`config.mk`:
```
export PLATFORM = sky130hd
export DESIGN_NAME = acs_sequencer
export DESIGN_NICKNAME = d
export VERILOG_FILES = /design/src/shared/acs_pkg.sv /design/src/verilog/acs_sar.sv /design/src/verilog/acs_sequencer.sv
export VERILOG_INCLUDE_DIRS = /design/src /design/src/shared
export SDC_FILE = /design/constraint.sdc
export NUM_CORES = 1
export LEC_CHECK = 0
export BUFFER_PORTS_ARGS = -buffer_cell sky130_fd_sc_hd__buf_2
export CAP_MARGIN = 20
export CORE_ASPECT_RATIO = 0.8
export CORE_MARGIN = 5
export CORE_UTILIZATION = 57
export DETAILED_ROUTE_END_ITERATION = 16
export MAX_ROUTING_LAYER = met4
export PLACE_DENSITY = 0.79
export SKIP_LAST_GASP = 1
export SYNTH_ARGS = -nofsm -noshare
export SYNTH_HDL_FRONTEND = slang
export SYNTH_HIERARCHICAL = 1
export SYNTH_SLANG_ARGS = --single-unit
```
`constraint.sdc`:
```
create_clock -name core_clk_i -period 3.4 [get_ports core_clk_i]
set_input_delay 0.51 -clock core_clk_i [delete_from_list [all_inputs] [get_ports core_clk_i]]
set_output_delay 0.51 -clock core_clk_i [all_outputs]
set_load 0.05 [all_outputs]
```
`src/shared/acs_defines.svh`:
```
// Register map, field positions, reset values and timing constants of the conversion sequencer
`ifndef ACS_DEFINES_SVH
`define ACS_DEFINES_SVH

// ---------------------------------------------------------------
// Register byte offsets
// ---------------------------------------------------------------
`define ACS_OFF_CTRL    8'h00
`define ACS_OFF_RES_HI  8'h04
`define ACS_OFF_RES_LO  8'h08
`define ACS_OFF_STAT    8'h0C
`define ACS_OFF_MASK    8'h10
`define ACS_OFF_STATE   8'h14

// ---------------------------------------------------------------
// Field positions
// ---------------------------------------------------------------
`define ACS_CTRL_ON     0
`define ACS_CTRL_GO     1
`define ACS_CTRL_RC     2
`define ACS_EV_DONE     0
`define ACS_EV_ABORT    1
`define ACS_ST_BUSY     0
`define ACS_ST_PWR      1
`define ACS_ST_PDOWN    2
`define ACS_RES_LO_W    8

// ---------------------------------------------------------------
// Widths and reset values
// ---------------------------------------------------------------
`define ACS_RES_W       10
`define ACS_EV_W        2
`define ACS_ZERO32      32'h0000_0000
`define ACS_RESULT_RST  10'h000

// ---------------------------------------------------------------
// Timing: instruction cycle and conversion bit periods
// ---------------------------------------------------------------
`define ACS_CLK_NS      20
`define ACS_INSTR_NS    80
`define ACS_INSTR_CYC   ((`ACS_INSTR_NS + `ACS_CLK_NS - 1) / `ACS_CLK_NS)
`define ACS_TAD_SYS_NS  1000
`define ACS_TAD_RC_NS   2000
`define ACS_TAD_SYS_CYC ((`ACS_TAD_SYS_NS + `ACS_CLK_NS - 1) / `ACS_CLK_NS)
`define ACS_TAD_RC_CYC  ((`ACS_TAD_RC_NS + `ACS_CLK_NS - 1) / `ACS_CLK_NS)

`endif

```
`src/shared/acs_pkg.sv`:
```
// Types shared by the conversion sequencer and its approximation engine
`include "acs_defines.svh"
package acs_pkg;

  // ---------------------------------------------------------------
  // State encodings
  // ---------------------------------------------------------------
  typedef enum logic [2:0] {
    ACS_IDLE  = 3'b001,
    ACS_DELAY = 3'b010,
    ACS_CONV  = 3'b100
  } acs_seq_state_t;

  typedef enum logic [2:0] {
    ACS_SAR_IDLE   = 3'b001,
    ACS_SAR_SAMPLE = 3'b010,
    ACS_SAR_BITS   = 3'b100
  } acs_sar_state_t;

  // ---------------------------------------------------------------
  // APB carriers
  // ---------------------------------------------------------------
  typedef struct packed {
    logic        psel;
    logic        penable;
    logic        pwrite;
    logic [7:0]  paddr;
    logic [31:0] pwdata;
  } acs_apb_req_t;

  typedef struct packed {
    logic        pready;
    logic        pslverr;
    logic [31:0] prdata;
  } acs_apb_rsp_t;

  // ---------------------------------------------------------------
  // Module state records
  // ---------------------------------------------------------------
  typedef struct packed {
    acs_sar_state_t        st;
    logic [7:0]            cnt;
    logic [3:0]            idx;
    logic [`ACS_RES_W-1:0] trial;
    logic [`ACS_RES_W-1:0] code;
    logic [`ACS_RES_W-1:0] result;
    logic                  last_bit;
    logic                  load;
    logic                  done;
  } acs_sar_t;

  typedef struct packed {
    acs_seq_state_t        st;
    logic                  on;
    logic                  go;
    logic                  rc_sel;
    logic                  pdown;
    logic [2:0]            dly;
    logic [`ACS_RES_W-1:0] res;
    logic [`ACS_EV_W-1:0]  flags;
    logic [`ACS_EV_W-1:0]  mask;
    logic                  cmp_s1;
    logic                  cmp_s2;
    acs_apb_rsp_t          rsp;
    logic                  irq;
    logic                  wake;
    logic                  tclr;
    logic                  aen;
  } acs_seq_t;

endpackage

```
`src/verilog/acs_sar.sv`:
```
// Successive approximation engine with early termination and partial result fill
`timescale 1ns/1ns
`include "acs_defines.svh"
module acs_sar #(
  parameter int RES_W = `ACS_RES_W
) (
  // Clock and reset
  input  wire logic             core_clk_i,
  input  wire logic             reset_n_i,
  // Control from the sequencer
  input  wire logic             start_i,
  input  wire logic             abort_i,
  input  wire logic             kill_i,
  input  wire logic [7:0]       tad_cyc_i,
  // Comparator, already synchronised
  input  wire logic             cmp_i,
  // Results
  output logic [RES_W-1:0]      code_o,
  output logic [RES_W-1:0]      result_o,
  output logic                  load_o,
  output logic                  done_o
);
  import acs_pkg::*;

  acs_sar_t r_ff;
  acs_sar_t nxt_r;

  // Unresolved bits, the one under trial included, copy the last decided bit
  function automatic logic [RES_W-1:0] fill(input logic [RES_W-1:0] trial,
                                            input logic [3:0] idx, input logic lb);
    logic [RES_W-1:0] v;
    v = trial;
    for (int i = 0; i < RES_W; i++) begin
      if (i <= int'(idx)) begin
        v[i] = lb;
      end
    end
    return v;
  endfunction

  // ---------------------------------------------------------------
  // Next state
  // ---------------------------------------------------------------
  always_comb begin
    nxt_r      = r_ff;
    nxt_r.load = 1'b0;
    nxt_r.done = 1'b0;
    unique case (r_ff.st)
      ACS_SAR_IDLE: begin
        if (start_i) begin
          nxt_r.st       = ACS_SAR_SAMPLE;
          nxt_r.cnt      = 8'h00;
          nxt_r.trial    = '0;
          nxt_r.last_bit = 1'b0;
          nxt_r.idx      = 4'(RES_W - 1);
        end
      end
      ACS_SAR_SAMPLE: begin
        nxt_r.cnt = r_ff.cnt + 8'h01;
        if (r_ff.cnt >= tad_cyc_i - 8'h01) begin
          nxt_r.st   = ACS_SAR_BITS;
          nxt_r.cnt  = 8'h00;
          nxt_r.code = RES_W'(1) << r_ff.idx;
        end
      end
      ACS_SAR_BITS: begin
        nxt_r.cnt = r_ff.cnt + 8'h01;
        if (r_ff.cnt >= tad_cyc_i - 8'h01) begin
          nxt_r.cnt             = 8'h00;
          nxt_r.trial[r_ff.idx] = cmp_i;   // Keep the bit when input is at or above trial
          nxt_r.last_bit        = cmp_i;
          if (r_ff.idx == 4'h0) begin
            nxt_r.st     = ACS_SAR_IDLE;
            nxt_r.result = nxt_r.trial;
            nxt_r.load   = 1'b1;
            nxt_r.done   = 1'b1;
          end else begin
            nxt_r.idx  = r_ff.idx - 4'h1;
            nxt_r.code = nxt_r.trial | (RES_W'(1) << (r_ff.idx - 4'h1));
          end
        end
      end
    endcase
    // Early stop keeps resolved bits and fills the rest
    if (abort_i && r_ff.st != ACS_SAR_IDLE) begin
      nxt_r.st     = ACS_SAR_IDLE;
      nxt_r.result = fill(r_ff.trial, r_ff.idx, r_ff.last_bit);
      nxt_r.load   = 1'b1;
      nxt_r.done   = 1'b0;
    end
    // A kill drops the conversion and suppresses the result load
    if (kill_i) begin
      nxt_r.st   = ACS_SAR_IDLE;
      nxt_r.load = 1'b0;
      nxt_r.done = 1'b0;
    end
    if (nxt_r.st == ACS_SAR_IDLE) begin
      nxt_r.code = '0;
    end
  end

  // ---------------------------------------------------------------
  // State register
  // ---------------------------------------------------------------
  always_ff @(posedge core_clk_i) begin
    if (!reset_n_i) begin
      r_ff <= '{st: ACS_SAR_IDLE, default: '0};
    end else begin
      r_ff <= nxt_r;
    end
  end

  assign code_o   = r_ff.code;
  assign result_o = r_ff.result;
  assign load_o   = r_ff.load;
  assign done_o   = r_ff.done;
endmodule

```
`src/verilog/acs_sequencer.sv`:
```
// Conversion sequencer: APB registers, start/stop control, sleep handling and events
`timescale 1ns/1ns
`include "acs_defines.svh"
// Operation
// - Writing go while enabled starts conversion
// - Completion clears go, flags, loads result
// - Clearing go early stores partial result
// - Unresolved bits copy last converted bit
// - Reset clears registers, kills conversion
// - Sleep conversions only with dedicated RC clock
// - RC clock delays start one instruction
// - Interrupt enabled: completion in sleep wakes
// - Interrupt disabled: power down, converter_on kept
// - Other clock: sleep aborts, converter_on kept
// - Trigger sets go, clears first_timer
module acs_sequencer #(
  parameter int RES_W       = `ACS_RES_W,
  parameter int TAD_SYS_CYC = `ACS_TAD_SYS_CYC,
  parameter int TAD_RC_CYC  = `ACS_TAD_RC_CYC,
  parameter int INSTR_CYC   = `ACS_INSTR_CYC
) (
  // Clock and reset
  input  wire logic                core_clk_i,
  input  wire logic                reset_n_i,
  // APB slave
  input  wire acs_pkg::acs_apb_req_t apb_req_i,
  output acs_pkg::acs_apb_rsp_t    apb_rsp_o,
  // Core and trigger_compare_unit events, same clock
  input  wire logic                sleep_i,
  input  wire logic                trigger_i,
  // Analog comparator, asynchronous
  input  wire logic                cmp_i,
  // Outputs
  output logic [RES_W-1:0]         sar_code_o,
  output logic                     analog_en_o,
  output logic                     irq_o,
  output logic                     wake_o,
  output logic                     timer_clear_o
);
  import acs_pkg::*;

  // ---------------------------------------------------------------
  // State and engine wiring
  // ---------------------------------------------------------------
  acs_seq_t         r_ff;
  acs_seq_t         nxt_r;
  logic             sar_start;
  logic             sar_abort;
  logic             sar_kill;
  logic [RES_W-1:0] sar_code;
  logic [RES_W-1:0] sar_result;
  logic             sar_load;
  logic             sar_done;
  logic [7:0]       tad_sel;
  logic             operational;
  logic             acc;
  logic             wr_en;
  logic             go_rise;
  logic             go_fall;

  // Register read decode, shared by data and error answer
  function automatic logic [32:0] rd_word(input logic [7:0] addr, input acs_seq_t s);
    logic [31:0] d;
    logic        hit;
    d   = `ACS_ZERO32;
    hit = 1'b1;
    unique case (addr)
      `ACS_OFF_CTRL: begin
        d[`ACS_CTRL_ON] = s.on;
        d[`ACS_CTRL_GO] = s.go;
        d[`ACS_CTRL_RC] = s.rc_sel;
      end
      `ACS_OFF_RES_HI: d[RES_W-`ACS_RES_LO_W-1:0] = s.res[RES_W-1:`ACS_RES_LO_W];
      `ACS_OFF_RES_LO: d[`ACS_RES_LO_W-1:0] = s.res[`ACS_RES_LO_W-1:0];
      `ACS_OFF_STAT:   d[`ACS_EV_W-1:0] = s.flags;
      `ACS_OFF_MASK:   d[`ACS_EV_W-1:0] = s.mask;
      `ACS_OFF_STATE: begin
        d[`ACS_ST_BUSY]  = (s.st != ACS_IDLE);
        d[`ACS_ST_PWR]   = s.aen;
        d[`ACS_ST_PDOWN] = s.pdown;
      end
      default: hit = 1'b0;
    endcase
    return {hit, d};
  endfunction

  // The dedicated RC option runs the bit clock slower
  assign tad_sel = r_ff.rc_sel ? 8'(TAD_RC_CYC) : 8'(TAD_SYS_CYC);
  // Powered down in sleep counts as off even though converter_on reads one
  assign operational = r_ff.on && !r_ff.pdown;
  // One wait state: writes land on the second access cycle
  assign acc   = apb_req_i.psel && apb_req_i.penable;
  assign wr_en = acc && apb_req_i.pwrite && r_ff.rsp.pready
                 && apb_req_i.paddr == `ACS_OFF_CTRL;
  assign go_rise = wr_en && apb_req_i.pwdata[`ACS_CTRL_GO] && !r_ff.go;
  assign go_fall = wr_en && !apb_req_i.pwdata[`ACS_CTRL_GO] && r_ff.go;

  // ---------------------------------------------------------------
  // Approximation engine
  // ---------------------------------------------------------------
  acs_sar #(
    .RES_W (RES_W)
  ) u_sar (
    .core_clk_i (core_clk_i),
    .reset_n_i  (reset_n_i),
    .start_i    (sar_start),
    .abort_i    (sar_abort),
    .kill_i     (sar_kill),
    .tad_cyc_i  (tad_sel),
    .cmp_i      (r_ff.cmp_s2),
    .code_o     (sar_code),
    .result_o   (sar_result),
    .load_o     (sar_load),
    .done_o     (sar_done)
  );

  // ---------------------------------------------------------------
  // Next state
  // ---------------------------------------------------------------
  always_comb begin
    logic [32:0] rd;
    logic        wr_any;
    rd        = rd_word(apb_req_i.paddr, r_ff);
    wr_any    = acc && apb_req_i.pwrite && r_ff.rsp.pready;
    nxt_r     = r_ff;
    sar_start = 1'b0;
    sar_abort = 1'b0;
    sar_kill  = 1'b0;
    nxt_r.wake = 1'b0;
    nxt_r.tclr = 1'b0;
    // Comparator passes two flops before use
    nxt_r.cmp_s1 = cmp_i;
    nxt_r.cmp_s2 = r_ff.cmp_s1;

    // APB answer: ready and data on the second access cycle
    nxt_r.rsp.pready  = acc && !r_ff.rsp.pready;
    nxt_r.rsp.pslverr = acc && !r_ff.rsp.pready && !rd[32];
    if (acc && !r_ff.rsp.pready) begin
      nxt_r.rsp.prdata = apb_req_i.pwrite ? `ACS_ZERO32 : rd[31:0];
    end

    // Register writes
    if (wr_en) begin
      nxt_r.on     = apb_req_i.pwdata[`ACS_CTRL_ON];
      nxt_r.rc_sel = apb_req_i.pwdata[`ACS_CTRL_RC];
    end
    if (wr_any && apb_req_i.paddr == `ACS_OFF_MASK) begin
      nxt_r.mask = apb_req_i.pwdata[`ACS_EV_W-1:0];
    end
    // Write one to clear; hardware sets below win over it
    if (wr_any && apb_req_i.paddr == `ACS_OFF_STAT) begin
      nxt_r.flags = r_ff.flags & ~apb_req_i.pwdata[`ACS_EV_W-1:0];
    end
    // Go only sticks when the module was already on, so a combined write
    // that turns the converter on does not start it
    if (go_rise && operational) begin
      nxt_r.go = 1'b1;
    end
    // Software cancel: stop early and keep the partial result
    if (go_fall) begin
      nxt_r.go = 1'b0;
      nxt_r.st = ACS_IDLE;
      sar_abort = (r_ff.st == ACS_CONV);
    end
    // Hardware trigger; ignored while a conversion is already pending
    if (trigger_i && operational && !r_ff.go) begin
      nxt_r.go   = 1'b1;
      nxt_r.tclr = 1'b1;
    end

    // Sequencer
    unique case (r_ff.st)
      ACS_IDLE: begin
        if (r_ff.go && operational && !go_fall) begin
          if (r_ff.rc_sel) begin
            nxt_r.st  = ACS_DELAY;
            nxt_r.dly = 3'h0;
          end else begin
            nxt_r.st  = ACS_CONV;
            sar_start = 1'b1;
          end
        end
      end
      ACS_DELAY: begin
        nxt_r.dly = r_ff.dly + 3'h1;
        if (r_ff.dly == 3'(INSTR_CYC - 1) && !go_fall) begin
          nxt_r.st  = ACS_CONV;
          sar_start = 1'b1;
        end
      end
      ACS_CONV: begin
        if (sar_done) begin
          nxt_r.st = ACS_IDLE;
          if (!go_rise) begin
            nxt_r.go = 1'b0;
          end
          if (sleep_i && r_ff.mask[`ACS_EV_DONE]) begin
            nxt_r.wake = 1'b1;
          end
          if (sleep_i && !r_ff.mask[`ACS_EV_DONE]) begin
            nxt_r.pdown = 1'b1;
          end
        end
      end
    endcase
    if (sar_done) begin
      nxt_r.flags[`ACS_EV_DONE] = 1'b1;
    end
    // Completed and partial results both land here
    if (sar_load) begin
      nxt_r.res = sar_result;
    end

    // Sleep without the RC clock: abort and power the module down, converter_on kept
    if (sleep_i && !r_ff.rc_sel && r_ff.on) begin
      nxt_r.pdown = 1'b1;
      if (r_ff.st != ACS_IDLE || r_ff.go) begin
        nxt_r.go = 1'b0;
        nxt_r.st = ACS_IDLE;
        nxt_r.flags[`ACS_EV_ABORT] = 1'b1;
        sar_kill = 1'b1;
      end
    end
    // Switching off while go stays set kills the conversion without a result
    if (!r_ff.on && r_ff.st != ACS_IDLE) begin
      nxt_r.go = 1'b0;
      nxt_r.st = ACS_IDLE;
      sar_kill = 1'b1;
    end
    // Leaving sleep powers the module back up
    if (!sleep_i) begin
      nxt_r.pdown = 1'b0;
    end

    nxt_r.aen = nxt_r.on && !nxt_r.pdown;
    nxt_r.irq = |(nxt_r.flags & nxt_r.mask);
  end

  // ---------------------------------------------------------------
  // State register
  // ---------------------------------------------------------------
  always_ff @(posedge core_clk_i) begin
    if (!reset_n_i) begin
      r_ff <= '{st: ACS_IDLE, res: `ACS_RESULT_RST, default: '0};
    end else begin
      r_ff <= nxt_r;
    end
  end

  // Code register mirrors the engine flop directly
  assign sar_code_o    = sar_code;
  assign apb_rsp_o     = r_ff.rsp;
  assign analog_en_o   = r_ff.aen;
  assign irq_o         = r_ff.irq;
  assign wake_o        = r_ff.wake;
  assign timer_clear_o = r_ff.tclr;
endmodule

```
== Word-level counts from Yosys, hierarchy flattened ==
Index checks and enable logic that the tools add are counted.

* Register bits: 112
* Latch bits: 0
* Memory bits (writable): 0
* Bits in read-only memories: 0
* Input bits: 48
* Output and inout bits: 48
* Word-level logic and storage cells: 209
* Memories: 0

* $add $sub $neg: 4
* Multipliers: 0
* Divide/modulo/power cells: 0
* Magnitude comparators: 12
* Equal/unequal tests: 21
* Shift-type cells: 2
* Multiplexer cells: 78
* Bitwise gates (word level): 7
* Reduce and logical (&&, ||, !) cells: 58

{| class="wikitable"
|+ Operators by type and width
! operator !! count
|-
| 2-to-1 mux 10 bit || 5
|-
| 2-to-1 mux 48 bit || 1
|-
| 2-to-1 mux 1 bit || 38
|-
| 2-to-1 mux 3 bit || 12
|-
| one-hot mux 11 bit (3 select lines) || 1
|-
| one-hot mux 14 bit (2 select lines) || 1
|-
| logical AND 1 bit || 27
|-
| 2-to-1 mux 25 bit || 1
|-
| one-hot mux 10 bit (2 select lines) || 1
|-
| << shifter 1 x 4 -> 10 bit (first input constant) || 2
|-
| == test 8 x 4 -> 1 bit (second input constant) || 2
|-
| == test 8 x 5 -> 1 bit (second input constant) || 2
|-
| <= comparator 3 x 4 -> 1 bit (first input constant) || 4
|-
| one-hot mux 2 bit (6 select lines) || 1
|-
| AND reduction 3 bit || 4
|-
| nonzero test 2 bit || 6
|-
| 2-to-1 mux 11 bit || 1
|-
| bitwise mux 10 bit || 1
|-
| zero test 1 bit || 10
|-
| 2-to-1 mux 2 bit || 5
|-
| OR 10 bit || 1
|-
| == test 3 x 1 -> 1 bit (second input constant) || 3
|-
| == test 3 x 2 -> 1 bit (second input constant) || 3
|-
| one-hot mux 3 bit (3 select lines) || 1
|-
| 33 further kinds || 49
|}

== Logic depth before layout (Yosys ltp) ==
Gate-level depths: netlist of run 1.

* Word-level depth: 16
* Gate-level depth with buffers: 13
* Depth with buffers taken out: 12

== Hierarchy ==
The synthesis of run 1 kept the hierarchy.

{| class="wikitable"
|+ Modules (own cells, without submodules)
! module !! times used !! cells an instance !! area an instance (sq um) !! sequential area each (sq um)
|-
| acs_sar || 1 || 403 || 3248.1 || 960.9
|-
| acs_sequencer || 1 || 254 || 2188.3 || 800.8
|}

== Least setup slack after synthesis of run 1 ==
No wires, ideal clock.

* Kind: input to register
* Start: in apb_req_i[35] (netlist name)
* End: reg u_sar/r_ff[42] (netlist name)
* Library setup time: 133 ps
* Arrival time: 3041 ps
* Data required time: 3267 ps
* Path slack: 227 ps
* Stages: 11
* Buffers on the path: 2
* Cells stage by stage: buf_6 or4_4 or4_1 clkbuf_2 o21ai_0 o32ai_1 nor3_1 nor2_1 nand3_1 xor2_1 nor2_1

* Word-level cells in the longest chain between the ends: 9
* Elaborated cells on any way between the ends: 11
* Classes of those cells: 1 x eq/ne; 3 x mux; 7 x reduce/logical

{| class="wikitable"
|+ Ends and longest elaborated chain
! item !! line !! text
|-
| start: declaration || acs_sequencer.sv:26 || <nowiki>input wire acs_pkg::acs_apb_req_t apb_req_i,</nowiki>
|-
| zero test 8 bit (*) || -- ||
|-
| logical AND 1 bit (no source line) (*) || -- ||
|-
| logical AND 1 bit (*) (2 in a row) || acs_sequencer.sv:96 || <nowiki>assign go_fall = wr_en && !apb_req_i.pwdata[`ACS_CTRL_GO] && r_ff.go;</nowiki>
|-
| zero test 1 bit (*) || acs_sequencer.sv:174, acs_sequencer.sv:186 ||
|-
| logical AND 1 bit, on equally long branches || acs_sequencer.sv:186, acs_sequencer.sv:174 ||
|-
| 2-to-1 mux 1 bit, on equally long branches || acs_sequencer.sv:186, acs_sequencer.sv:174 ||
|-
| one-hot mux 1 bit (2 select lines) (*) || acs_sequencer.sv:172 || <nowiki>unique case (r_ff.st)</nowiki>
|-
| via sar_start || acs_sequencer.sv:47 || <nowiki>logic sar_start;</nowiki>
|-
| inequality test 2 bit (no source line) (*) || -- ||
|-
| end signal: assignment || acs_sar.sv:109 || <nowiki>r_ff <= nxt_r;</nowiki>
|-
| end: declaration || acs_sar.sv:25 || <nowiki>acs_sar_t r_ff;</nowiki>
|}

The timed path passes the listed nets; every way through them passes the cells marked *.
A chain may end at the register's enable or synchronous reset.

== Final worst setup path of run 1 ==
* Start: reg r_ff[58] (netlist name)
* End: reg u_sar/r_ff[35] (netlist name)

* Word-level cells in the longest chain between the ends: 5
* Elaborated cells on any way between the ends: 9
* Classes of those cells: 1 x add/sub; 1 x order compare; 2 x eq/ne; 4 x mux; 1 x reduce/logical

{| class="wikitable"
|+ Ends and longest elaborated chain
! item !! line !! text
|-
| start: declaration || acs_sequencer.sv:45 || <nowiki>acs_seq_t r_ff;</nowiki>
|-
| start signal: assignment || acs_sequencer.sv:246 || <nowiki>r_ff <= nxt_r;</nowiki>
|-
| 2-to-1 mux 7 bit || acs_sequencer.sv:88 || <nowiki>assign tad_sel = r_ff.rc_sel ? 8'(TAD_RC_CYC) : 8'(TAD_SYS_CYC);</nowiki>
|-
| via tad_sel[1] || acs_sequencer.sv:54 || <nowiki>logic [7:0] tad_sel;</nowiki>
|-
| subtractor 7 x 1 -> 8 bit || acs_sar.sv:68 || <nowiki>if (r_ff.cnt >= tad_cyc_i - 8'h01) begin</nowiki>
|-
| greater-or-equal comparator 8 bit || acs_sar.sv:68 ||
|-
| inequality test 2 x 1 -> 1 bit (no source line) || -- ||
|-
| AND reduction 4 bit (no source line) || -- ||
|}

The timed path passes the listed nets, and every way through them passes these cells.

==> results of run 1 <==
[metal layers]
| layer | up-vias | global-route usage [%] |
|---|---|---|
| met1 | 2133 | 29.2 |
| met2 | 150 | 33.5 |
| met3 | 10 | 6.17 |
| li1 | 2254 | - |
| met5 | - | - |
| met4 | 0 | 5.88 |
[kinds of logic after synthesis]
logic type | share of synthesized area [%]
AND/OR/NAND/NOR | 22.3
AO/OA/AOI/OAI | 18.7
buffers and inverters | 11.8
flip-flops | 32.4
multiplexers | 7.27
adder cells (fa/ha/maj) | 4.83
XOR/XNOR | 2.58
other | 0.138
[registers in the layout (all words and copies together) (netlist names), 10 cells and up]
name / flops
u_sar/code_o: 10
r_ff: 25
u_sar/r_ff: 26
u_sar/result_o: 10
apb_rsp_o: 10
[path summary, 6_finish.rpt]
kind / to / slack (ns) / depth (start not counted)
worst min-delay path: nxt_r[38]$_SDFF_PN0_ / 0.40 / 2
worst max-delay path: u_sar/r_ff[35]$_SDFFE_PN0P_ / 0.42 / 11
worst min register to register: r_ff[38]$_SDFF_PN0_ / 0.44 / 1
worst max register to register: u_sar/r_ff[35]$_SDFFE_PN0P_ / 0.42 / 11
[cell usage in the layout, fill, tap and decap left out, types with 10 or more instances in the layout]
| cell | count |
|---|---|
| conb_1 | 34 |
| inv_1 | 13 |
| nor3_1 | 15 |
| nand3_1 | 19 |
| o21ai_1 | 14 |
| nand2b_1 | 10 |
| nand2_1 | 64 |
| nor2_1 | 79 |
| o21a_1 | 12 |
| dfxtp_1 | 88 |
| a31oi_1 | 10 |
| o21ai_0 | 11 |
| mux2i_1 | 29 |
| a21oi_1 | 37 |
| buf_4 | 12 |
| ha_1 | 21 |
| buf_2 | 42 |
[through the flow]
step / instances / area (um^2)
6_report: 784 / 5720
5_1_grt: 784 / 5720
4_1_cts: 784 / 5720
3_5_place_dp: 768 / 5420
3_3_place_gp: 768 / 5420
2_1_floorplan: 689 / 5560
[power by group]
group / switching [mW] / internal, mW
logic: 0.112 / 0.0271
clock network: 0.465 / 0.517
registers: 0.00257 / 1.03
[area by class of cell]
class / count / area share [%]
tap: 115 / 2.52
inverter: 15 / 0.985
clock inverter: 7 / 1.23
multi-input combinational: 496 / 55.3
clock buffer: 9 / 3.94
timing repair buffer: 54 / 5.25
sequential: 88 / 30.8
==> qor.yml, run 1 <==
clocking:
  root_buffer: "clkbuf_16"
  cts_buffer_depth: 2
  clkTransAtPathRegs_ns: 0.07
  cts_tree: "yes"
  cts_resized: 0
  cts_num_sinks: 88
  post-cts-setup-buffers: 0
  h-tree-depth: 3
  cts_hold_buf: 0
  cts_made_buffers: 9
  insertion_delay_ns: 0.35
worst_setup_path:
  worstSetupStartpointType: "flop"
  cp.required_ns: 3.65
  crit_family: "compound AO/OA/AOI/OAI gates"
  crit_path_end_kind: "flop"
  worstReg2RegStart: "r_ff[58]$_SDFFE_PN0N_"
  cpPeakStageDelay_ns: 0.45
  worstSetupStartpoint: "r_ff[58]$_SDFFE_PN0N_"
  critPathSlowestCell: "dfxtp_1"
  crit_arrival_ns: 3.23
  critical_path_buf_inv_count: 2
  cp_cell_sequence: "inv_1 -> inv_1 -> ha_1 -> nand2_1 -> xor2_1 -> ha_1 -> nand4_1 -> o21bai_4 -> a2111oi_0 -> o21bai_1 -> a32o_1"
  worstSetupPathType: "flop to flop"
  worstPathMaxFanout: 8
finish:
  areaGrowthSynthToFinish_pct: 5.13
  final_net_count: 733
  fill_cells: 815
  layout.area.seq_um2: 1760
  utilization_pct: 62.2
  multiInputGateArea_um2: 3160
  drive_gt1_share_pct: 14.5
  antenna_cells: 0
job:
  cap_violations: 0
sta:
  max_slew_margin_pct: 39.9
  fin_crit_sh_pct: 87.8
  finalSetupViolCount: 0
  tightest_slew_ns: 0.895
  slew_viol_final: 0
  hold_viol: 0
  rsz0062_at_grt: "false"
  finalWorstSetupSlack_ns: 0.416
  tns_ns: 0
  fmax_ghz: 0.335
  period_needed_ns: 2.98
  finClkSkew_ns: 0.0103
  worst_hold_slack_ns: 0.397
run_status:
  status: "finished clean"
yosys:
  synth-edff-count: 0
  synth_top_area_share_pct: 32.4
  yosys-top-cells-count: "88 x dfxtp_1, 79 x nor2_1, 64 x nand2_1, 55 x buf_4, 37 x a21oi_1"
  synth_area_um2: 5440
  synth_largest_area_cell: "dfxtp_1"
  yosysUniqueCellTypes: 80
  avgSynthCellArea_um2: 8.27
  ys_seq_elements: 88
  synth_cells: 657
  synth_top_flop_cell: "dfxtp_1"
  yosysWarnings: 6
  synth.top_cells.by_area: "dfxtp_1 32%, buf_4 7.6%, nor2_1 5.5%"
  synthMostInstantiatedCell: "dfxtp_1"
  synthArstFlopShare_pct: 0
  yosysSeqAreaShare_pct: 32.4
power:
  p_total_mw: 2.16
  leakage_nw: 2.35
  power_density_nw_per_um2: 377
  vdd_drop_max_mv: 0.275
global_routing:
  grtUsageTotal_pct: 22.2
  grt_max_degree: 40
  grt_pass1_vias: 4393
  grt_pass1_wl_um: 20800
  antenna_found_initial: 0
  grt-ovfl-total: 0
drt:
  ant_nets: 0
  dr_wl_met3_um: 799
  met1Wirelength_um: 5660
  drc: 0
  drt-pass1-iter-count: 5
  wl_per_cell_um: 15.6
  vias: 4547
  viasPerCell: 5.80
  route.top_layer_used: "met4"
  wl_met2_um: 5670
  routed_wl_um: 12200
  drtIter0Drc: 431
min_path:
  hold_class: "input pin to flop"
  min-delay-start: "cmp_i"
die:
  pin_count: 96
  fp.dieH_um: 97.4
  die_x_um: 119
  rows: 31
  initial_core_util_pct: 59.1
  placeableCoreArea_um2: 9190
  die_area_um2: 11600
placed_design:
  portBuffers: 42
  gp_congestion: 0.912
  pre_cts_ws_ns: 0.214
  hpwl_um: 8970
Note: power is estimated with default switching activity, not from simulation.
==> inputs of run 2 (changes only) <==
Settings changed: REMOVE_ABC_BUFFERS set to 1.
==> qor.yml, run 2 (same netlist as run 1, synthesis figures left out) <==
placed_design:
  portBuffers: 42
  pre_cts_ws_ns: 0.204
  gp_congestion: 0.932
  hpwl_um: 9140
finish:
  utilization_pct: 62.0
  top_register: "u_sar/r_ff"
  drive_gt1_share_pct: 14.1
  largest_reg_flops: 26
  reg.largest.list: "u_sar/r_ff: 26 flops, r_ff: 25 flops"
  antenna_cells: 0
  final_cell_mix: "88 x dfxtp_1, 79 x nor2_1, 64 x nand2_1, 42 x buf_2, 37 x a21oi_1"
  areaGrowthSynthToFinish_pct: 4.88
  mostFrequentLayoutCell: "dfxtp_1"
  final_net_count: 731
drt:
  ant_nets: 0
  drtIter0Drc: 418
  vias: 4629
  viasPerCell: 5.92
  routed_wl_um: 12400
  wl_per_cell_um: 15.9
  drt-pass1-iter-count: 5
  drc: 0
worst_setup_path:
  worstReg2RegStart: "r_ff[58]$_SDFFE_PN0N_"
  worstSetupStartpoint: "r_ff[58]$_SDFFE_PN0N_"
  cp.required_ns: 3.64
  ff2ff_path_depth: 11
  crit_arrival_ns: 3.10
  worstPathMaxFanout: 8
  worstSetupPathType: "flop to flop"
  worstSetupStartpointType: "flop"
  crit_path_end_kind: "flop"
die:
  rows: 31
  placeableCoreArea_um2: 9190
  pin_count: 96
  initial_core_util_pct: 59.1
  die_x_um: 119
  die_area_um2: 11600
  fp.dieH_um: 97.4
clocking:
  cts_hold_buf: 0
  cts_tree: "yes"
  cts_resized: 0
  clkTransAtPathRegs_ns: 0.06
  insertion_delay_ns: 0.35
  cts_num_sinks: 88
  cts_buffer_depth: 2
  root_buffer: "clkbuf_16"
  cts_made_buffers: 9
  post-cts-setup-buffers: 0
  h-tree-depth: 3
job:
  cap_violations: 0
sta:
  worst_hold_slack_ns: 0.373
  tightest_slew_ns: 0.923
  fin_crit_sh_pct: 84.1
  finalSetupViolCount: 0
  finalWorstSetupSlack_ns: 0.541
  fmax_ghz: 0.350
  finClkSkew_ns: 0.00808
  hold_viol: 0
  slew_viol_final: 0
  max_slew_margin_pct: 38.1
  period_needed_ns: 2.86
  rsz0062_at_grt: "false"
global_routing:
  grt_busiest_layer: "met2"
  antenna_found_initial: 0
  grt_pass1_wl_um: 20700
  grt_max_degree: 30
  grtUsageTotal_pct: 22.0
  use_met3_pct: 4.66
  grt_pass1_vias: 4378
  grt.met2_usage_pct: 33.9
  grtUsageMet1_pct: 28.6
  grt-ovfl-total: 0
power:
  power_density_nw_per_um2: 379
  vdd_drop_max_mv: 0.248
  leakage_nw: 2.33
min_path:
  hold_class: "input pin to flop"
  holdPathStages: 2
  min-delay-start: "cmp_i"
run_status:
  status: "finished clean"
## run 2: cell count changes in the layout (fill, tap and decap cells not counted), sizes merged
cell,delta
buf,-2
clkinvlp,+1
bufinv,+1
clkbuf,+1
clkinv,+1
inv,-4
## run 2: layout make-up
cell class,instances,area [um^2]
flip-flops and latches,88,1760
repair buffers,52,285
inverters,15,56.3
well taps,115,144
fillers,802,3490
clock buffers,10,229
multi-input cells,496,3160
clock inverters,6,67.6
## run 2: per-stage QoR
step           setup TNS [ns]  total power [mW]  instances  instance area, um^2
2_1_floorplan          -0.583              1.16        599                 4970
3_3_place_gp                0              1.19        766                 5410
3_5_place_dp                0              1.20        766                 5410
4_1_cts                     0              2.18        782                 5700
5_1_grt                     0              2.24        782                 5700
6_report                    0              2.16        782                 5700
## run 2: final timing paths
| kind | end | slack [ns] |
|---|---|---|
| worst max register to register | u_sar/r_ff[35]$_SDFFE_PN0P_ | 0.54 |
| worst min register to register | r_ff[38]$_SDFF_PN0_ | 0.43 |
| worst min-delay path | nxt_r[38]$_SDFF_PN0_ | 0.37 |
| worst max-delay path | u_sar/r_ff[35]$_SDFFE_PN0P_ | 0.54 |
## run 2: report_power, final
part / switching, mW / total, mW / internal, mW
clock network: 0.417 / 0.989 / 0.572
logic: 0.114 / 0.139 / 0.0255
registers: 0.00239 / 1.04 / 1.03
total: 0.533 / 2.16 / 1.63
## run 2: worst max-delay path, cell delays in order, from the launching register on
cell and delay [ns]:
dfxtp_1 0.31, inv_1 0.24, inv_1 0.08, ha_1 0.24, xnor2_1 0.14, ha_1 0.29, a31oi_1 0.11, nor2b_2 0.24
o21bai_4 0.14, a2111oi_0 0.43, o21bai_1 0.23, a32o_1 0.30
## run 2: routing by layer
metal	routed length [um]	vias to the layer above	share of wire, %
met2	5650	163	45
met3	853	25	6.9
met1	5690	2186	46
met4	224	0	1.8
met5	0	-	0
li1	-	2255	-
==> inputs of run 3 (changes only) <==
Clock period 3.4 ns to 2.8 ns, I/O delays scaled along.
==> qor.yml, run 3 (same netlist as run 1, synthesis figures left out) <==
clocking:
  h-tree-depth: 3
  root_buffer: "clkbuf_16"
  clkTransAtPathRegs_ns: 0.06
  cts_num_sinks: 88
  cts_tree: "yes"
  cts_made_buffers: 9
  post-cts-setup-buffers: 0
  insertion_delay_ns: 0.34
  cts_buffer_depth: 2
job:
  cap_violations: 0
sta:
  tns_ns: 0
  fin_crit_sh_pct: 95.5
  finalSetupViolCount: 0
  fmax_ghz: 0.374
  finClkSkew_ns: 0.00736
  max_slew_margin_pct: 53.1
  rsz0062_at_grt: "false"
  period_needed_ns: 2.67
  slew_viol_final: 0
  worst_hold_slack_ns: 0.283
  hold_viol: 0
  finalWorstSetupSlack_ns: 0.126
  tightest_slew_ns: 0.699
finish:
  final_net_count: 757
  antenna_cells: 0
  largest_reg_flops: 26
  mostFrequentLayoutCell: "dfxtp_1"
  layoutNonFillerInstCount: 808
  reg.largest.list: "u_sar/r_ff: 26 flops, r_ff: 25 flops"
  areaGrowthSynthToFinish_pct: 9.55
  top_register: "u_sar/r_ff"
  fin_area_um2: 5960
  drive_gt1_share_pct: 17.9
  final_cell_mix: "88 x dfxtp_1, 79 x nor2_1, 64 x nand2_1, 42 x buf_2, 36 x a21oi_1"
run_status:
  status: "finished clean"
die:
  pin_count: 96
  die_x_um: 119
  fp.dieH_um: 97.4
  rows: 31
  initial_core_util_pct: 59.1
  placeableCoreArea_um2: 9190
  die_area_um2: 11600
worst_setup_path:
  cp.required_ns: 3.03
  crit_cells: 12
  worstPathMaxFanout: 5
  ff2ff_path_depth: 12
  crit_family: "compound AO/OA/AOI/OAI gates"
  critical_path_buf_inv_count: 3
  critPathSlowestCell: "a2111oi_2"
  crit_arrival_ns: 2.91
  cpPeakStageDelay_ns: 0.36
  cp_cell_sequence: "inv_1 -> inv_1 -> ha_1 -> xnor2_1 -> ha_1 -> a31oi_1 -> nor2b_2 -> o21bai_4 -> a2111oi_2 -> o21bai_1 -> buf_4 -> a32o_1"
  worstSetupStartpointType: "flop"
  worstSetupPathType: "flop to flop"
  crit_path_end_kind: "flop"
drt:
  drtIter0Drc: 381
  drc: 0
  ant_nets: 0
  vias: 4729
  route.top_layer_used: "met4"
  routed_wl_um: 12900
  dr_wl_met3_um: 968
  wl_met2_um: 5900
  viasPerCell: 5.85
  drt-pass1-iter-count: 9
  wl_per_cell_um: 15.9
  met1Wirelength_um: 5780
power:
  leakage_nw: 2.47
  power_density_nw_per_um2: 443
  vdd_drop_max_mv: 0.302
global_routing:
  grt_pass1_wl_um: 21200
  grt_pass1_vias: 4504
  grtUsageTotal_pct: 22.5
  grt_max_degree: 36
  grt-ovfl-total: 0
  antenna_found_initial: 0
placed_design:
  gp_congestion: 0.913
  dp_cells: 791
  hpwl_um: 9330
  placed_area_um2: 5630
  portBuffers: 42
  pre_cts_ws_ns: -0.0886
min_path:
  holdPathStages: 2
  hold_class: "input pin to flop"
-- run 3: area by class of cell --
| class | instances | area, um^2 |
|---|---|---|
| Tap cell | 115 | 144 |
| Clock inverter | 6 | 67.6 |
| Timing Repair Buffer | 77 | 510 |
| Fill cell | 777 | 3240 |
| Clock buffer | 10 | 229 |
| Multi-Input combinational cell | 497 | 3190 |
| Inverter | 15 | 56.3 |
| Sequential cell | 88 | 1760 |
-- run 3: worst paths after layout --
path                                 endpoint  slack (ns)                   from
setup reg to reg  u_sar/r_ff[35]$_SDFFE_PN0P_        0.13  r_ff[58]$_SDFFE_PN0N_
hold reg to reg           r_ff[38]$_SDFF_PN0_        0.45   nxt_r[38]$_SDFF_PN0_
hold / removal           nxt_r[38]$_SDFF_PN0_        0.28                  cmp_i
setup / recovery  u_sar/r_ff[35]$_SDFFE_PN0P_        0.13  r_ff[58]$_SDFFE_PN0N_
-- run 3: worst register-to-register path, cell delays in order (launching register included) --
cell       delay, ns
dfxtp_1         0.34
inv_1           0.17
inv_1           0.06
ha_1            0.22
xnor2_1         0.14
ha_1            0.31
a31oi_1         0.10
nor2b_2         0.25
o21bai_4        0.11
a2111oi_2       0.36
o21bai_1        0.11
buf_4           0.16
a32o_1          0.25
-- run 3: what timing repair did --
action / 4_1_cts / 5_1_grt
hold buffers: 0 / 0
resized for setup: 0 / 5
endpoints found under the setup margin: 0 / 16
-- run 3: per-stage QoR --
stage | total power [mW] | utilization, %
floorplan | 1.40 | -
global placement | 1.46 | 61.2
detailed placement | 1.46 | 61.2
CTS | 2.66 | 64.5
global route | 2.73 | 64.8
finish | 2.64 | 64.8
-- run 3: metal layers --
| layer | global-route usage, % | up-vias |
|---|---|---|
| met5 | - | - |
| met4 | 6.77 | 0 |
| met3 | 6.75 | 24 |
| met2 | 34.7 | 184 |
| met1 | 28.4 | 2213 |
| li1 | - | 2308 |
-- run 3: where the power goes --
| group | internal [mW] | total [mW] | switching [mW] |
|---|---|---|---|
| Combinational | 0.0400 | 0.180 | 0.140 |
| Clock | 0.695 | 1.20 | 0.508 |
| Sequential | 1.25 | 1.26 | 0.00314 |
